===== config.mk =====
export PLATFORM = sky130hd
export DESIGN_NAME = pi_device_end_flat
export DESIGN_NICKNAME = d
export VERILOG_FILES = /design/src/pi_port_pkg.sv /design/src/pi_bus_if.sv /design/src/pi_device_end.sv /design/src/flat_wrapper.sv
export SDC_FILE = /design/constraint.sdc
export NUM_CORES = 1
export LEC_CHECK = 0
export BUFFER_PORTS_ARGS = -buffer_cell sky130_fd_sc_hd__buf_4
export CORE_MARGIN = 1
export CORE_UTILIZATION = 35
export DETAILED_ROUTE_END_ITERATION = 10
export PLACE_DENSITY = 0.63
export RECOVER_POWER = 50
export SETUP_SLACK_MARGIN = 0.3
export SYNTH_ARGS = -nofsm -noshare
export SYNTH_HDL_FRONTEND = slang
export SYNTH_SLANG_ARGS = --single-unit

===== constraint.sdc =====
create_clock -name clock -period 7.4 [get_ports clock]
set_clock_uncertainty 0.2 [all_clocks]
set_input_delay 0.74 -clock clock [delete_from_list [all_inputs] [get_ports clock]]
set_output_delay 0.74 -clock clock [all_outputs]
set_load 0.05 [all_outputs]

===== src/pi_port_pkg.sv =====
// Shared constants and types for the peripheral-interface host port.
// Assumes both ends run on one 250 MHz clock and see all pins synchronously.
package pi_port_pkg;

  localparam int unsigned ADDR_W      = 24;
  localparam int unsigned LOW_ADDR_W  = 17;
  localparam int unsigned DATA_W      = 16;
  localparam int unsigned CLOCK_MHZ   = 250;
  // Access latency the device spends after the decode before answering, in nanoseconds.
  localparam int unsigned ACCESS_NS   = 20;
  localparam int unsigned ACCESS_CYC  = (ACCESS_NS * CLOCK_MHZ + 999) / 1000;
  localparam logic [3:0]  ACCESS_LAST = 4'(ACCESS_CYC - 1);
  // Base and size of the display memory window, as a block of address bits 23:17.
  localparam logic [6:0]  MEM_WINDOW  = 7'h05;
  // Display I/O range, upper bits of a 16-bit I/O address.
  localparam logic [11:0] IO_WINDOW   = 12'h03C;
  localparam logic [15:0] IRQ_CTRL_RESET = 16'h0000;
  localparam logic [15:0] IRQ_CTRL_IO    = 16'h03C2;
  localparam logic [3:0]  IRQ_ENABLE_BIT = 4'h4;

  typedef enum logic [1:0] {
    XFER_WORD,
    XFER_HIGH,
    XFER_LOW,
    XFER_NONE
  } xfer_t;

  function automatic xfer_t decode_width(input logic bhe_n, input logic a0);
    if (!bhe_n && !a0)
      decode_width = XFER_WORD;
    else if (!bhe_n && a0)
      decode_width = XFER_HIGH;
    else if (bhe_n && !a0)
      decode_width = XFER_LOW;
    else
      decode_width = XFER_NONE;
  endfunction

endpackage


===== src/pi_bus_if.sv =====
// Pin bundle between the notebook CPU end and the display controller end.
// Assumes the testbench resolves the shared data bus and ready from the enables.
`timescale 1ns/1ps
interface pi_bus_if;
  logic [6:0]  upper_address_bits;
  logic [16:0] lower_address_bits;
  logic        cycle_command_n;
  logic        cycle_start_n;
  logic        mem_io_select;
  logic        write_read_select;
  logic        byte_high_enable_n;
  logic        display_chip_select_n;
  logic [15:0] host_data_in;
  logic [15:0] host_data_out;
  logic        host_data_oe;
  logic [15:0] dev_data_out;
  logic        dev_data_oe;
  logic        cycle_ready_out_n;
  logic        cycle_ready_oe;
  logic        cycle_ready_n;
  logic        irq_out;
  logic        irq_oe;

  modport device (
    input  upper_address_bits, lower_address_bits, cycle_command_n, cycle_start_n,
           mem_io_select, write_read_select, byte_high_enable_n,
           display_chip_select_n, host_data_in,
    output dev_data_out, dev_data_oe, cycle_ready_out_n, cycle_ready_oe, irq_out, irq_oe
  );
  modport host (
    output upper_address_bits, lower_address_bits, cycle_command_n, cycle_start_n,
           mem_io_select, write_read_select, byte_high_enable_n,
           display_chip_select_n, host_data_out, host_data_oe,
    input  host_data_in, cycle_ready_n
  );
endinterface


===== src/pi_device_end.sv =====
// Display controller end of the peripheral-interface host port.
// Assumes the host keeps command low through a cycle and that pins are synchronous.
//
// How it works
// - PI mode only when all three straps low
// - Three-state interrupt output under control register
// - Upper address bits join decode
// - Host holds command low during cycle
// - Memory/IO select sampled at start rise
// - Write/read select sampled at start rise
// - Low ready ends each addressed cycle
// - Ready held low until command rises
// - Start strobe fall latches address, chip select
// - Reset floats outputs, initialises registers
// - Lower address bits address the access
// - Width from byte-high enable and bit 0
// - Sixteen-bit data over shared pins
// - Host selects memory window with chip select
`timescale 1ns/1ps
module pi_device_end
  import pi_port_pkg::*;
(
  input  wire logic        clock,
  input  wire logic        rstn,
  input  wire logic        bus_config_strap,
  input  wire logic        local_bus_type_bit0,
  input  wire logic        local_bus_type_bit1,
  input  wire logic        irq_source,
  pi_bus_if.device         pins,
  output logic             pi_mode,
  output logic             access_strobe,
  output logic             access_write,
  output logic             access_memory,
  output logic [23:0]      access_address,
  output logic [1:0]       access_width,
  output logic [15:0]      access_wdata,
  input  wire logic [15:0] access_rdata
);

  typedef enum logic [1:0] {IDLE, ADDRESSED, WAITING, READY} phase_t;

  typedef struct packed {
    phase_t      phase;
    logic        pi_mode;
    logic        start_prev;
    logic        cmd_prev;
    logic [23:0] address;
    logic        mem;
    logic        write;
    logic        bhe_n;
    logic        chip_sel_n;
    logic [3:0]  wait_cnt;
    logic [15:0] irq_ctrl;
    logic [15:0] rdata;
    logic        data_oe;
    logic        rdy_oe;
    logic        rdy_n;
    logic        irq_oe;
    logic        irq;
    logic        strobe;
    logic [15:0] wdata;
    logic [1:0]  width;
  } state_t;

  state_t s;
  state_t next_s;

  // True when the latched cycle falls in the display memory window or the I/O range.
  function automatic logic hits(input state_t st);
    if (st.mem)
      hits = !st.chip_sel_n && st.address[23:17] == MEM_WINDOW;
    else
      hits = st.chip_sel_n && st.address[15:4] == IO_WINDOW;
  endfunction

  //////////////////////////////////////////////////////////////////////////////

  always_comb
  begin
    next_s        = s;
    next_s.strobe = 1'b0;
    next_s.pi_mode = !bus_config_strap && !local_bus_type_bit0 && !local_bus_type_bit1;
    next_s.start_prev = pins.cycle_start_n;
    next_s.cmd_prev   = pins.cycle_command_n;
    next_s.irq_oe = s.pi_mode && s.irq_ctrl[IRQ_ENABLE_BIT];
    next_s.irq    = irq_source;

    if (s.pi_mode && s.start_prev && !pins.cycle_start_n)
    begin
      next_s.address[23:17] = pins.upper_address_bits;
      next_s.address[16:0]  = pins.lower_address_bits;
      next_s.chip_sel_n     = pins.display_chip_select_n;
      next_s.phase          = IDLE;
      next_s.rdy_oe         = 1'b0;
    end
    if (!pins.cycle_command_n)
      next_s.bhe_n = pins.byte_high_enable_n;

    unique case (s.phase)
      IDLE:
      begin
        next_s.data_oe = 1'b0;
        if (s.pi_mode && !s.start_prev && pins.cycle_start_n)
        begin
          next_s.mem   = pins.mem_io_select;
          next_s.write = pins.write_read_select;
          next_s.phase = ADDRESSED;
        end
      end
      ADDRESSED:
      begin
        // float ready unless addressed
        // Selects latched at the start rise are decoded here, one cycle later.
        if (!hits(s) || pins.cycle_command_n)
          next_s.phase = IDLE;
        else
        begin
          next_s.phase    = WAITING;
          next_s.wait_cnt = 4'h0;
          next_s.rdy_oe   = 1'b1;
          next_s.rdy_n    = 1'b1;
        end
      end
      WAITING:
      begin
        if (s.wait_cnt == ACCESS_LAST)
        begin
          next_s.phase  = READY;
          next_s.rdy_n  = 1'b0;
          next_s.strobe = 1'b1;
          next_s.wdata  = pins.host_data_in;
          if (!s.write)
          begin
            next_s.rdata   = (!s.mem && s.address[15:0] == IRQ_CTRL_IO) ? s.irq_ctrl
                                                                         : access_rdata;
            next_s.data_oe = 1'b1;
          end
          else if (!s.mem && s.address[15:0] == IRQ_CTRL_IO)
            next_s.irq_ctrl = pins.host_data_in;
        end
        else
          next_s.wait_cnt = s.wait_cnt + 4'h1;
      end
      READY:
      begin
        if (!s.cmd_prev && pins.cycle_command_n)
        begin
          next_s.phase   = IDLE;
          next_s.rdy_n   = 1'b1;
          next_s.rdy_oe  = 1'b0;
          next_s.data_oe = 1'b0;
        end
      end
    endcase

    if (!s.pi_mode)
    begin
      next_s.phase   = IDLE;
      next_s.rdy_oe  = 1'b0;
      next_s.data_oe = 1'b0;
    end

    next_s.width = decode_width(next_s.bhe_n, next_s.address[0]);
  end

  always_ff @(posedge clock or negedge rstn)
  begin
    if (!rstn)
      s <= '{phase: IDLE, start_prev: 1'b1, cmd_prev: 1'b1, bhe_n: 1'b1,
             chip_sel_n: 1'b1, rdy_n: 1'b1, irq_ctrl: IRQ_CTRL_RESET, default: '0};
    else
      s <= next_s;
  end

  //////////////////////////////////////////////////////////////////////////////

  assign pins.dev_data_out      = s.rdata;
  assign pins.dev_data_oe       = s.data_oe;
  assign pins.cycle_ready_out_n = s.rdy_n;
  assign pins.cycle_ready_oe    = s.rdy_oe;
  assign pins.irq_out           = s.irq;
  assign pins.irq_oe            = s.irq_oe;
  assign pi_mode                = s.pi_mode;
  assign access_strobe          = s.strobe;
  assign access_write           = s.write;
  assign access_memory          = s.mem;
  assign access_address         = s.address;
  assign access_wdata           = s.wdata;
  assign access_width           = s.width;

endmodule


===== src/flat_wrapper.sv =====
// flat-port wrapper written by rule: the top's interface ports become plain ports
module pi_device_end_flat import pi_port_pkg::*;
  (clock, rstn, bus_config_strap, local_bus_type_bit0, local_bus_type_bit1, irq_source, pi_mode, access_strobe, access_write, access_memory, access_address, access_width, access_wdata, access_rdata, pins_upper_address_bits, pins_lower_address_bits, pins_cycle_command_n, pins_cycle_start_n, pins_mem_io_select, pins_write_read_select, pins_byte_high_enable_n, pins_display_chip_select_n, pins_host_data_in, pins_dev_data_out, pins_dev_data_oe, pins_cycle_ready_out_n, pins_cycle_ready_oe, pins_irq_out, pins_irq_oe);
  pi_bus_if pins_i ();
  input  wire logic clock;
  input  wire logic rstn;
  input  wire logic bus_config_strap;
  input  wire logic local_bus_type_bit0;
  input  wire logic local_bus_type_bit1;
  input  wire logic irq_source;
  output logic pi_mode;
  output logic access_strobe;
  output logic access_write;
  output logic access_memory;
  output logic [23:0] access_address;
  output logic [1:0] access_width;
  output logic [15:0] access_wdata;
  input  wire logic [15:0] access_rdata;
  input wire logic [$bits(pins_i.upper_address_bits)-1:0] pins_upper_address_bits;
  input wire logic [$bits(pins_i.lower_address_bits)-1:0] pins_lower_address_bits;
  input wire logic [$bits(pins_i.cycle_command_n)-1:0] pins_cycle_command_n;
  input wire logic [$bits(pins_i.cycle_start_n)-1:0] pins_cycle_start_n;
  input wire logic [$bits(pins_i.mem_io_select)-1:0] pins_mem_io_select;
  input wire logic [$bits(pins_i.write_read_select)-1:0] pins_write_read_select;
  input wire logic [$bits(pins_i.byte_high_enable_n)-1:0] pins_byte_high_enable_n;
  input wire logic [$bits(pins_i.display_chip_select_n)-1:0] pins_display_chip_select_n;
  input wire logic [$bits(pins_i.host_data_in)-1:0] pins_host_data_in;
  output wire logic [$bits(pins_i.dev_data_out)-1:0] pins_dev_data_out;
  output wire logic [$bits(pins_i.dev_data_oe)-1:0] pins_dev_data_oe;
  output wire logic [$bits(pins_i.cycle_ready_out_n)-1:0] pins_cycle_ready_out_n;
  output wire logic [$bits(pins_i.cycle_ready_oe)-1:0] pins_cycle_ready_oe;
  output wire logic [$bits(pins_i.irq_out)-1:0] pins_irq_out;
  output wire logic [$bits(pins_i.irq_oe)-1:0] pins_irq_oe;
  assign pins_i.upper_address_bits = pins_upper_address_bits;
  assign pins_i.lower_address_bits = pins_lower_address_bits;
  assign pins_i.cycle_command_n = pins_cycle_command_n;
  assign pins_i.cycle_start_n = pins_cycle_start_n;
  assign pins_i.mem_io_select = pins_mem_io_select;
  assign pins_i.write_read_select = pins_write_read_select;
  assign pins_i.byte_high_enable_n = pins_byte_high_enable_n;
  assign pins_i.display_chip_select_n = pins_display_chip_select_n;
  assign pins_i.host_data_in = pins_host_data_in;
  assign pins_dev_data_out = pins_i.dev_data_out;
  assign pins_dev_data_oe = pins_i.dev_data_oe;
  assign pins_cycle_ready_out_n = pins_i.cycle_ready_out_n;
  assign pins_cycle_ready_oe = pins_i.cycle_ready_oe;
  assign pins_irq_out = pins_i.irq_out;
  assign pins_irq_oe = pins_i.irq_oe;
  pi_device_end u_core (.clock(clock), .rstn(rstn), .bus_config_strap(bus_config_strap), .local_bus_type_bit0(local_bus_type_bit0), .local_bus_type_bit1(local_bus_type_bit1), .irq_source(irq_source), .pins(pins_i), .pi_mode(pi_mode), .access_strobe(access_strobe), .access_write(access_write), .access_memory(access_memory), .access_address(access_address), .access_width(access_width), .access_wdata(access_wdata), .access_rdata(access_rdata));
endmodule

### Yosys cells after proc, flatten, opt, wreduce, memory -nomap -nowiden

Index checks and enable logic that the tools add are counted.

* add/subtract/negate cells: 1
* eq/ne operators: 15
* mux-type cells: 30
* bitwise gates (word level): 1
* reductions and logical operators: 36

Operators with widths (count)
* $mux 17: 2
* $mux 2: 10
* $eq 16x10->1 const B: 1
* $mux 16: 1
* $logic_and 1x1->1: 14
* $eq 12x6->1 const B: 1
* $reduce_and 4->1: 3
* $logic_not 1->1: 11
* $mux 1: 9
* $ne 3x3->1 const B: 3
* $mux 4: 2
* $pmux 2 s4: 1
* $pmux 4 s2: 1
* $eq 7x3->1 const B: 1
* $pmux 1 s3: 2
* $reduce_and 3->1: 2
* $add 4x1->4 const B: 1
* $eq 2x2->1 const B: 2
* $eq 4x3->1 const B: 1
* $ne 2x1->1 const B: 2
* $ne 2x2->1 const B: 2
* $ne 4x4->1 const B: 1
* $reduce_and 2->1: 2
* $mux 3: 1
* 7 further kinds: 7

* bits in registers: 93
* bits of input ports: 68
* output and inout bits: 67

### Longest topological paths before layout

Gate-level depths: netlist (run 1).

* word-level depth: 9
* gate-level depth with buffers: 9
* gate-level depth less buffers: 7

### Least setup slack after synthesis (run 1)

No wires, ideal clock.

* kind: register to register
* from: register u_core.s, in the netlist u_core.access_memory
* to: register u_core.s[42] (netlist bit)
* library setup time: 0.127 ns
* arrival time: 2.170 ns
* setup slack: 4.902 ns
* cell stages (with the launch flop): 8
* path buffers: 2
* period minus slack after synthesis: 2.498 ns
* path through: dfrtp_1 > nor2_1 > nand4_1 > nor4_4 > and3_1 > buf_4 > buf_6 > mux2_1

* longest elaborated chain between the ends: 3

RTL lines
* from (decl): RTL line pi_device_end.sv:65 `state_t s;`
* from (signal assigned): RTL line pi_device_end.sv:169 `s <= '{phase: IDLE, start_prev: 1'b1, cmd_prev: 1'b1, bhe_n: 1'b1,`
* from (signal assigned): RTL line pi_device_end.sv:172 `s <= next_s;`
* $logic_not 1->1: RTL line pi_device_end.sv:138 `else if (!s.mem && s.address[15:0] == IRQ_CTRL_IO)`
* $logic_and 1x1->1: RTL line pi_device_end.sv:138
* $reduce_and 4->1 (no line)

No other way between the ends.
A chain may end at the register's enable or synchronous reset.

### Final worst setup path (run 1)

* from: register u_core.s[91] (netlist bit)
* to: register u_core.s[50] (netlist bit)

* longest elaborated chain between the ends: 2

RTL lines
* $eq 2x2->1: RTL line pi_device_end.sv:99 `unique case (s.phase)`
* $reduce_and 4->1 (no line)

No other way between the ends.

==> results.sh, run 1 <==
export IMPL_place_ws_ns=4.530
export IMPL_first_pass_iters=4
export IMPL_synth_distinct_cells=41
export IMPL_final_common_cell="buf_4"
export IMPL_worstHoldStart="u_core.pins.cycle_ready_out_n"
export IMPL_hold_buffers=0
export IMPL_hpwl_um=7299
export IMPL_cp_max_fo=19
export IMPL_r2r_start="u_core.s[91]"
export IMPL_holdWs_ns=0.2760
export IMPL_first_iter_violations=159
export IMPL_status="finished, violations left"
export IMPL_io_pins=135
export IMPL_yosys_warnings=0
export IMPL_synthCells=388
export IMPL_timing_final_ws_setup_ns=4.357
export IMPL_crit_type="register to register"
export IMPL_hold_viol_final=0
export IMPL_ys_ff_latch=92
export IMPL_synth_ff_type="dfrtp_1"
export IMPL_grt_overflow=0
export IMPL_tns_ns=0
export IMPL_syn_to_final_growth_pct=25.12
export IMPL_n_antenna_cell=0
export IMPL_crit_arrival_ns=3.06
export IMPL_yosysSeqAreaShare_pct=53.15
export IMPL_place_area_mm2=0.005090
export IMPL_antenna_left=0
export IMPL_drt_total_wl_um=9742
export IMPL_tightestPinTransition_ns=2.399
export IMPL_fmax_mhz=328.6
export IMPL_synth_edf_count=0
export IMPL_initial_utilization_pct=36.01
export IMPL_cts_resized=0
export IMPL_dieArea_mm2=0.01286
export IMPL_cp_required_ns=7.42
export IMPL_final_cell_area_mm2=0.005434
export IMPL_async_reset_ff_share_pct=100.0
export IMPL_design_core_area_mm2=0.01206
export IMPL_startpoint="u_core.s[91]"
export IMPL_period_share_pct=41.13
export IMPL_yosysTopAreaCell="dfrtp_1"
export IMPL_wl_per_cell_um=15.25
export IMPL_gp_congestion=0.8893
export IMPL_grt_pass1_wl_um=15600
export IMPL_timing_final_setup_violations=0
export IMPL_drc_errors=0
export IMPL_finalMaxSlewViolations=45
export IMPL_fp_dieH_um=113.4
export IMPL_layout_common_cells="buf_4, dfrtp_1, nand2_1"
export IMPL_peakVddDrop_mv=0.1165
export IMPL_synth_top_area_share_pct=50.13
export IMPL_cts_buffer_depth=2
export IMPL_post_cts_repair_setup_buffers=0
export IMPL_finish_utilization_pct=45.05
export IMPL_slew_headroom_pct=-59.94
export IMPL_drive_above_1_share_pct=38.85
export IMPL_cp_end_kind="register"
export IMPL_pwr_density_cell_mw_per_mm2=263.1
export IMPL_post_route_min_period_ns=3.043
export IMPL_num_vias=2905
export IMPL_die_w_um=113.4
export IMPL_rsz0062_at_grt="no"
export IMPL_grt_use_total_pct=15.89
export IMPL_setup_worst_path_start_class="register"
export IMPL_cts_sinks=92
export IMPL_power_mw=1.430
export IMPL_synth_nets=462
export IMPL_p_leak_nw=2.590
export IMPL_avgSynthCellArea_um2=11.19
export IMPL_dpl_cell_count=623
export IMPL_cts_reportedPaths_clkPinSlew_ns=0.07
export IMPL_violations="capacitance limit, slew limit"
export IMPL_grt_max_degree=50
export IMPL_grt_pass1_vias=3051
export IMPL_cap_violations=1
export IMPL_via_per_inst=4.546
export IMPL_layout_nets=540
export IMPL_portBuffers=134
export IMPL_hp_class="register to register"
export IMPL_antenna_found_initial=0
export IMPL_cts_root_buf="clkbuf_16"
export IMPL_cts_buffers=9
export IMPL_cts_tree="yes"
export IMPL_htreeDepth=3
export IMPL_synth_area_top_cells="dfrtp_1, buf_4, mux2_2"
export IMPL_num_rows=40
export IMPL_stdcell_count=639
export IMPL_syn_cell_area_mm2=0.004343
export IMPL_clock_latency_ns=0.33
-- metal layers --
metal | track usage (%) | vias to the layer above | routed length [µm] | part of all wire (%)
met5 | 0 | - | 0 | 0
met4 | 4.211 | 0 | 48 | 0.49
met3 | 4.198 | 4 | 552 | 5.7
met2 | 26.05 | 98 | 4754 | 49
met1 | 20.90 | 1396 | 4386 | 45
li1 | - | 1407 | - | -
-- cells by family (layout without fill, tap and decap cells) --
kind of cell    after synthesis  count (layout)  synth area share, %
simple gates                109             109                11.98
xor+xnor                      1               1               0.2017
buf+inv                      80             163                12.27
fa+ha+maj                     6               6                1.729
compound gates               37              37                4.869
mux                          63              63                15.79
flops                        92              92                53.15
-- cells in the mapped netlist, drive strengths merged (2+ instances only) --
cell type   n
a21oi       6
and2        2
and3        3
and4bb      2
buf        62
clkbuf      9
dfrtp      87
dfstp       5
ha          6
inv         9
mux2       44
mux2i      19
nand2      71
nand2b      2
nand3       3
nand3b      2
nand4       4
nor2        8
nor3        3
nor3b       4
o21ai      23
-- critical path, stage by stage (launching register included) --
cell and delay (ns):
dfrtp_1 0.43, inv_1 0.11, ha_1 0.35, nand2_1 0.09
buf_4 0.21, inv_1 0.41, and3_1 0.72, mux2_1 0.40
-- state kept, by name, summed over array words and instances (netlist names), 16 cells and up, named ones only --
signal                    cells
u_core.access_wdata          16
u_core.pins.dev_data_out     16
u_core.s                     26
u_core.access_address        23
-- final cells by class --
type,count,area [µm²]
well taps,168,210.2
fillers,1158,6628
flip-flops and latches,92,2308
multi-input cells,216,1501
inverters,9,33.78
clock buffers,9,225.2
repair buffers,138,1010
clock inverters,7,145.1
-- power breakdown --
group | internal, mW | total [mW] | switching (mW)
Clock | 0.367 | 0.567 | 0.200
Combinational | 0.104 | 0.287 | 0.184
Sequential | 0.543 | 0.576 | 0.0325
Total | 1.01 | 1.43 | 0.416
-- worst paths after layout --
kind	end	slack [ns]	cells after the start
max	u_core.s[50]	4.36	7
min	u_core.pins.cycle_ready_out_n	0.28	2
max reg2reg	u_core.s[50]	4.36	7
min reg2reg	u_core.pins.cycle_ready_out_n	0.28	2
max in group asynchronous	u_core.pins.dev_data_out[3]	4.40	2
min in group asynchronous	u_core.access_address[7]	0.93	1
(Power assumes the default switching activity.)
==> inputs of run 2 (changes only) <==
==> constraint.sdc (replaced) <==
create_clock -name clock -period 2.8 [get_ports clock]
set_clock_uncertainty 0.2 [all_clocks]
set_input_delay 0.28 -clock clock [delete_from_list [all_inputs] [get_ports clock]]
set_output_delay 0.28 -clock clock [all_outputs]
set_load 0.05 [all_outputs]
==> run 2 against run 1 <==
Against the previous run: combinational power increased to 2.6 times the previous value; register-to-register slack got worse by 3.9 ns; setup slack got worse by 3.9 ns; largest power group unchanged; power increased to 2.6 times the previous value; global-route usage increased by 1.0 points; the run now ends clean; highest routed layer unchanged.
==> results.sh, run 2 (synthesized netlist as in run 1, its figures left out) <==
export IMPL_status="finished clean"
export IMPL_cp_required_ns=2.83
export IMPL_fmax_mhz=433.2
export IMPL_crit_arrival_ns=2.34
export IMPL_finalMaxSlewViolations=0
export IMPL_cp_end_kind="register"
export IMPL_via_per_inst=4.566
export IMPL_tightestPinTransition_ns=1.278
export IMPL_cts_sinks=92
export IMPL_dieArea_mm2=0.01286
export IMPL_antenna_left=0
export IMPL_grt_max_degree=52
export IMPL_hold_viol_final=0
export IMPL_grt_pass1_vias=3206
export IMPL_syn_to_final_growth_pct=31.14
export IMPL_drt_total_wl_um=10280
export IMPL_cts_buffers=9
export IMPL_first_iter_violations=135
export IMPL_drc_errors=0
export IMPL_finish_utilization_pct=47.22
export IMPL_layout_nets=594
export IMPL_cpMaxStageDelayCell="dfrtp_1"
export IMPL_first_pass_iters=4
export IMPL_die_w_um=113.4
export IMPL_cp_max_fo=16
export IMPL_gp_congestion=0.7825
export IMPL_timing_final_setup_violations=0
export IMPL_n_antenna_cell=0
export IMPL_clock_latency_ns=0.35
export IMPL_cts_tree="yes"
export IMPL_fillers=1160
export IMPL_hp_class="primary input to register"
export IMPL_largest_reg_flops=26
export IMPL_grt_use_total_pct=16.92
export IMPL_num_rows=40
export IMPL_io_pins=135
export IMPL_grt_overflow=0
export IMPL_cts_root_buf="clkbuf_16"
export IMPL_peakVddDrop_mv=0.4098
export IMPL_initial_utilization_pct=36.01
export IMPL_post_route_min_period_ns=2.308
export IMPL_hpwl_um=7167
export IMPL_final_common_cell="dfrtp_1"
export IMPL_tns_ns=0
export IMPL_grt_pass1_wl_um=16440
export IMPL_antenna_found_initial=0
export IMPL_wl_per_cell_um=14.83
export IMPL_portBuffers=134
export IMPL_largest_register="u_core.s"
export IMPL_htreeDepth=3
export IMPL_num_vias=3164
export IMPL_rsz0062_at_grt="no"
export IMPL_slew_headroom_pct=14.79
export IMPL_post_cts_repair_setup_buffers=0
export IMPL_cts_buffer_depth=2
export IMPL_cap_violations=0
export IMPL_pwr_density_cell_mw_per_mm2=641.6
export IMPL_cts_reportedPaths_clkPinSlew_ns=0.07
export IMPL_fp_dieH_um=113.4
export IMPL_path_cells="nor3_1, nand4_1, nor4_4, and3_1, buf_4, mux2_1"
export IMPL_power_mw=3.654
export IMPL_layout_common_cells="dfrtp_1, nand2_1, buf_4, clkbuf_1, dlygate4sd3_1"
export IMPL_period_share_pct=82.44
export IMPL_design_core_area_mm2=0.01206
export IMPL_worst_path_largest_cell_delay_ns=0.40
export IMPL_crit_type="register to register"
export IMPL_p_leak_nw=2.599
export IMPL_setup_worst_path_start_class="register"
export IMPL_drive_above_1_share_pct=24.00
-- run 2: cell count changes in the layout (fill, tap and decap cells not counted) --
cell           delta
clkinv_2          +3
inv_1             -1
clkbuf_1         +62
and2_1            +1
clkbuf_2          +2
bufinv_16         -1
inv_2             +1
clkinvlp_4        -1
dlygate4sd3_1    +50
inv_6             -1
and2_0            -1
buf_4            -60
-- run 2: report_power, final --
part           leakage (nW)  internal (mW)  total [mW]  switching (mW)
Clock                 0.170          0.871        1.40           0.525
Combinational          1.39          0.238       0.734           0.496
Sequential             1.04           1.44        1.52          0.0877
Total                  2.60           2.55        3.65            1.11
-- run 2: timing repair --
item | in CTS | in global routing
hold buffers | 50 | 0
resized for setup | 0 | 0
endpoints found under the hold margin | 109 | 0
-- run 2: cell type report --
| type | instances | area (µm²) | share of cell area [%] |
|---|---|---|---|
| Clock buffer | 9 | 225.2 | 3.954 |
| Timing Repair Buffer | 192 | 1303 | 22.87 |
| Multi-Input combinational cell | 216 | 1501 | 26.36 |
| Clock inverter | 7 | 113.9 | 1.999 |
| Inverter | 9 | 33.78 | 0.5931 |
| Tap cell | 168 | 210.2 | 3.691 |
| Sequential cell | 92 | 2308 | 40.53 |
-- run 2: critical path: cells and delay by family (launching register included) --
kind | cells | cell delay, ns
buffers and inverters | 1 | 0.24
DFF | 1 | 0.40
muxes | 1 | 0.35
and+or+nand+nor | 4 | 0.99
-- run 2: path summary, 6_finish.rpt --
kind,startpoint,end,slack (ns),depth (start not counted)
min in group asynchronous,rstn,u_core.access_address[7],0.56,2
hold / removal,access_rdata[9],u_core.pins.dev_data_out[9],0.009,3
setup reg to reg,u_core.access_address[10],u_core.s[48],0.49,6
setup / recovery,u_core.access_address[10],u_core.s[48],0.49,6
max in group asynchronous,rstn,u_core.s[52],0.64,3
hold reg to reg,u_core.access_wdata[11],u_core.access_wdata[11],0.27,2
-- run 2: metal layers --
metal	part of all wire (%)	vias to the layer above	GRT usage, %
met5	0	-	0
met4	1.2	0	6.053
met3	5.5	11	5.048
met2	48	93	27.57
met1	45	1540	21.38
li1	-	1520	-
-- run 2: through the flow --
stage	setup slack, ns	cells	hold WS (ns)	area [µm²]
final	0.4917	693	0.009274	5695
after global placement	0.5003	627	0.1546	5120
after floorplan	0.3023	388	-0.2156	4343
after CTS	0.4344	693	0.0001412	5959
after detailed placement	0.4408	627	0.1602	5120
after global routing	0.3171	693	0.01757	5695
==> inputs of run 3 (changes only) <==
--- a/config.mk
+++ b/config.mk
@@ -5,11 +5,12 @@
 export SDC_FILE = /design/constraint.sdc
 export NUM_CORES = 1
 export LEC_CHECK = 0
+export ABC_AREA = 1
 export BUFFER_PORTS_ARGS = -buffer_cell sky130_fd_sc_hd__buf_4
 export CORE_MARGIN = 1
 export CORE_UTILIZATION = 35
 export DETAILED_ROUTE_END_ITERATION = 10
-export PLACE_DENSITY = 0.63
+export PLACE_DENSITY = 0.65
 export RECOVER_POWER = 50
 export SETUP_SLACK_MARGIN = 0.3
 export SYNTH_ARGS = -nofsm -noshare
==> constraint.sdc (replaced) <==
create_clock -name clock -period 2 [get_ports clock]
set_clock_uncertainty 0.2 [all_clocks]
set_input_delay 0.2 -clock clock [delete_from_list [all_inputs] [get_ports clock]]
set_output_delay 0.2 -clock clock [all_outputs]
set_load 0.05 [all_outputs]
==> run 3 against run 2 <==
Against the previous run: clock power up 21%; synthesized area up 3.0%; wire length up 16%; clock-buffer cell count up 4; utilization up 3.4 points; register-to-register slack worse by 0.20 ns; cell area up 8.5%; sequential share of layout area down 3.1 points; combinational power up 50%; critical path depth up 5.
==> results.sh, run 3 <==
export IMPL_status="finished clean"
export IMPL_wl_per_cell_um=14.21
export IMPL_layout_nets=740
export IMPL_synthCells=525
export IMPL_synthAdderAreaFrac_pct=1.679
export IMPL_path_cells="inv_2, ha_4, inv_2, nor2_4, inv_4, nor2_4, buf_12, inv_8, a21oi_2, o21ai_1, nand2_1"
export IMPL_slew_headroom_pct=55.70
export IMPL_synthMuxAreaShare_pct=0.5036
export IMPL_via_per_inst=4.552
export IMPL_finalMaxSlewViolations=0
export IMPL_antenna_left=0
export IMPL_worst_path_largest_cell_delay_ns=0.40
export IMPL_synth_compound_area_share_pct=10.41
export IMPL_reg2reg_depth=11
export IMPL_drive_above_1_share_pct=29.21
export IMPL_synth_nets=599
export IMPL_largest_register="u_core.s"
export IMPL_timing_final_setup_violations=0
export IMPL_syn_cell_area_mm2=0.004472
export IMPL_avgSynthCellArea_um2=8.518
export IMPL_final_common_cell="nand2_1"
export IMPL_synth_most_common_cell="nand2_1"
export IMPL_portBuffers=134
export IMPL_crit_arrival_ns=1.78
export IMPL_async_reset_ff_share_pct=100.0
export IMPL_cp_end_kind="register"
export IMPL_synth_top_family_by_area="simple AND/OR/NAND/NOR gates"
export IMPL_synth_simple_area_share_pct=19.33
export IMPL_tns_ns=0
export IMPL_largest_reg_flops=26
export IMPL_crit_type="register to register"
export IMPL_num_vias=3819
export IMPL_cts_buffer_depth=2
export IMPL_cp_max_fo=8
export IMPL_htreeDepth=3
export IMPL_cts_root_buf="clkbuf_16"
export IMPL_fillers=1124
export IMPL_drt_total_wl_um=11930
export IMPL_synthTopCellsByCount="nand2_1, dfrtp_1, buf_4"
export IMPL_gp_congestion=0.8416
export IMPL_design_core_area_mm2=0.01221
export IMPL_num_rows=40
export IMPL_syn_to_final_growth_pct=38.14
export IMPL_yosysTopAreaCell="dfrtp_1"
export IMPL_startpoint="u_core.s[91]"
export IMPL_dieArea_mm2=0.01323
export IMPL_fp_dieH_um=115.0
export IMPL_clock_latency_ns=0.34
export IMPL_antenna_found_initial=0
export IMPL_critical_path_depth=11
export IMPL_synthXorXnorAreaFrac_pct=0
export IMPL_grt_pass1_wl_um=18240
export IMPL_synth_edf_count=0
export IMPL_hp_class="primary input to register"
export IMPL_grt_use_total_pct=18.09
export IMPL_register_area_mm2=0.002311
export IMPL_synth_ff_type="dfrtp_1"
export IMPL_grt_overflow=0
export IMPL_grt_max_degree=39
export IMPL_synth_top_area_share_pct=48.68
export IMPL_worstHoldPathCells=3
export IMPL_initial_utilization_pct=36.62
export IMPL_cap_violations=0
export IMPL_cts_reportedPaths_clkPinSlew_ns=0.06
export IMPL_yosysSeqAreaShare_pct=51.62
export IMPL_setup_worst_path_start_class="register"
export IMPL_cp_required_ns=2.07
export IMPL_cts_buffers=9
export IMPL_synth_area_top_cells="dfrtp_1, nand2_1, buf_4"
export IMPL_synth_distinct_cells=28
export IMPL_hold_viol_final=0
export IMPL_cpMaxStageDelayCell="dfrtp_1"
export IMPL_first_pass_iters=4
export IMPL_final_cell_area_mm2=0.006177
export IMPL_multiInputGateArea_mm2=0.001546
export IMPL_worstHoldStart="pins_host_data_in[0]"
export IMPL_pwr_density_cell_mw_per_mm2=793.4
export IMPL_hpwl_um=7791
export IMPL_post_route_min_period_ns=1.712
export IMPL_tightestPinTransition_ns=0.6674
export IMPL_rsz0062_at_grt="yes"
export IMPL_cts_tree="yes"
export IMPL_r2r_start="u_core.s[91]"
export IMPL_critPathBufInv=5
export IMPL_first_iter_violations=219
export IMPL_grt_pass1_vias=3701
export IMPL_ys_ff_latch=92
export IMPL_peakVddDrop_mv=0.4826
export IMPL_fmax_mhz=584.0
export IMPL_cts_sinks=92
export IMPL_period_share_pct=85.61
export IMPL_yosys_warnings=0
export IMPL_layout_common_cells="nand2_1, buf_4, dfrtp_1"
export IMPL_p_leak_nw=3.110
export IMPL_die_w_um=115.0
export IMPL_drc_errors=0
export IMPL_place_area_mm2=0.005244
export IMPL_crit_family="flip-flops"
export IMPL_io_pins=135
export IMPL_n_antenna_cell=0
[run 3: cell count changes after synthesis, sizes merged, moves of 4 or more]
cell,delta
mux2i,-19
nand2,+103
o21ai,+34
buf,+5
mux2,-42
nand3,+8
a21oi,+15
inv,+47
nor3b,-4
nor2,+8
[run 3: layout make-up]
| class | count | share of cell area [%] |
|---|---|---|
| Inverter | 56 | 3.565 |
| Timing Repair Buffer | 203 | 25.64 |
| Multi-Input combinational cell | 302 | 25.04 |
| Timing Repair inverter | 2 | 0.2431 |
| Sequential cell | 92 | 37.41 |
| Clock inverter | 3 | 0.6482 |
| Clock buffer | 13 | 4.051 |
| Tap cell | 168 | 3.403 |
[run 3: cell families (layout without fill, tap and decap cells)]
logic type | Yosys count | after routing
fa+ha+maj | 6 | 6
compound gates | 81 | 81
mux | 2 | 2
simple gates | 213 | 213
flops | 92 | 92
buf+inv | 131 | 277
[run 3: routing by layer]
| layer | up-vias | track usage [%] | share of wire (%) |
|---|---|---|---|
| met1 | 1842 | 22.89 | 44 |
| met2 | 92 | 30.72 | 50 |
| met4 | 0 | 7.359 | 2.2 |
| met5 | - | 0 | 0 |
| met3 | 18 | 3.110 | 3.1 |
| li1 | 1867 | - | - |
[run 3: power breakdown]
part	total, mW	internal [mW]	switching (mW)	leakage (nW)
logic	1.10	0.388	0.714	1.99
registers	2.11	1.99	0.116	0.974
clock network	1.69	1.00	0.689	0.144
[run 3: through the flow]
stage	utilization [%]	total power, mW	std cells	setup WS (ns)	hold WS (ns)
final	50.58	4.901	839	0.2878	0.01248
after global routing	50.58	5.105	839	0.1318	0.02785
after CTS	50.34	4.906	831	0.2828	0.006196
after detailed placement	42.94	3.126	760	0.04554	-0.06361
after global placement	42.94	3.110	760	0.1075	-0.06703
after floorplan	-	2.867	525	0.3219	-0.2956
[run 3: final timing paths]
| path | endpoint | slack [ns] |
|---|---|---|
| max in group asynchronous | u_core.s[59] | 0.33 |
| min reg2reg | u_core.pins.cycle_ready_out_n | 0.27 |
| min | u_core.access_wdata[0] | 0.01 |
| min in group asynchronous | u_core.access_address[8] | 0.22 |
| max reg2reg | u_core.pins.dev_data_out[8] | 0.29 |
| max | u_core.pins.dev_data_out[8] | 0.29 |
[run 3: what timing repair did]
action / CTS / global route
setup endpoints to repair: 53 / 40
hold buffers: 49 / 0
gates resized for setup: 18 / 26
cloned: 2 / 0
pin swaps: 5 / 10
setup buffers: 4 / 8
endpoints found under the hold margin: 151 / 0
[run 3: worst register-to-register path: stages, from the launching register on]
cell,delay [ns]
dfrtp_1,0.40
inv_2,0.10
ha_4,0.17
inv_2,0.05
nor2_4,0.13
inv_4,0.06
nor2_4,0.10
buf_12,0.14
inv_8,0.06
a21oi_2,0.10
o21ai_1,0.07
nand2_1,0.07
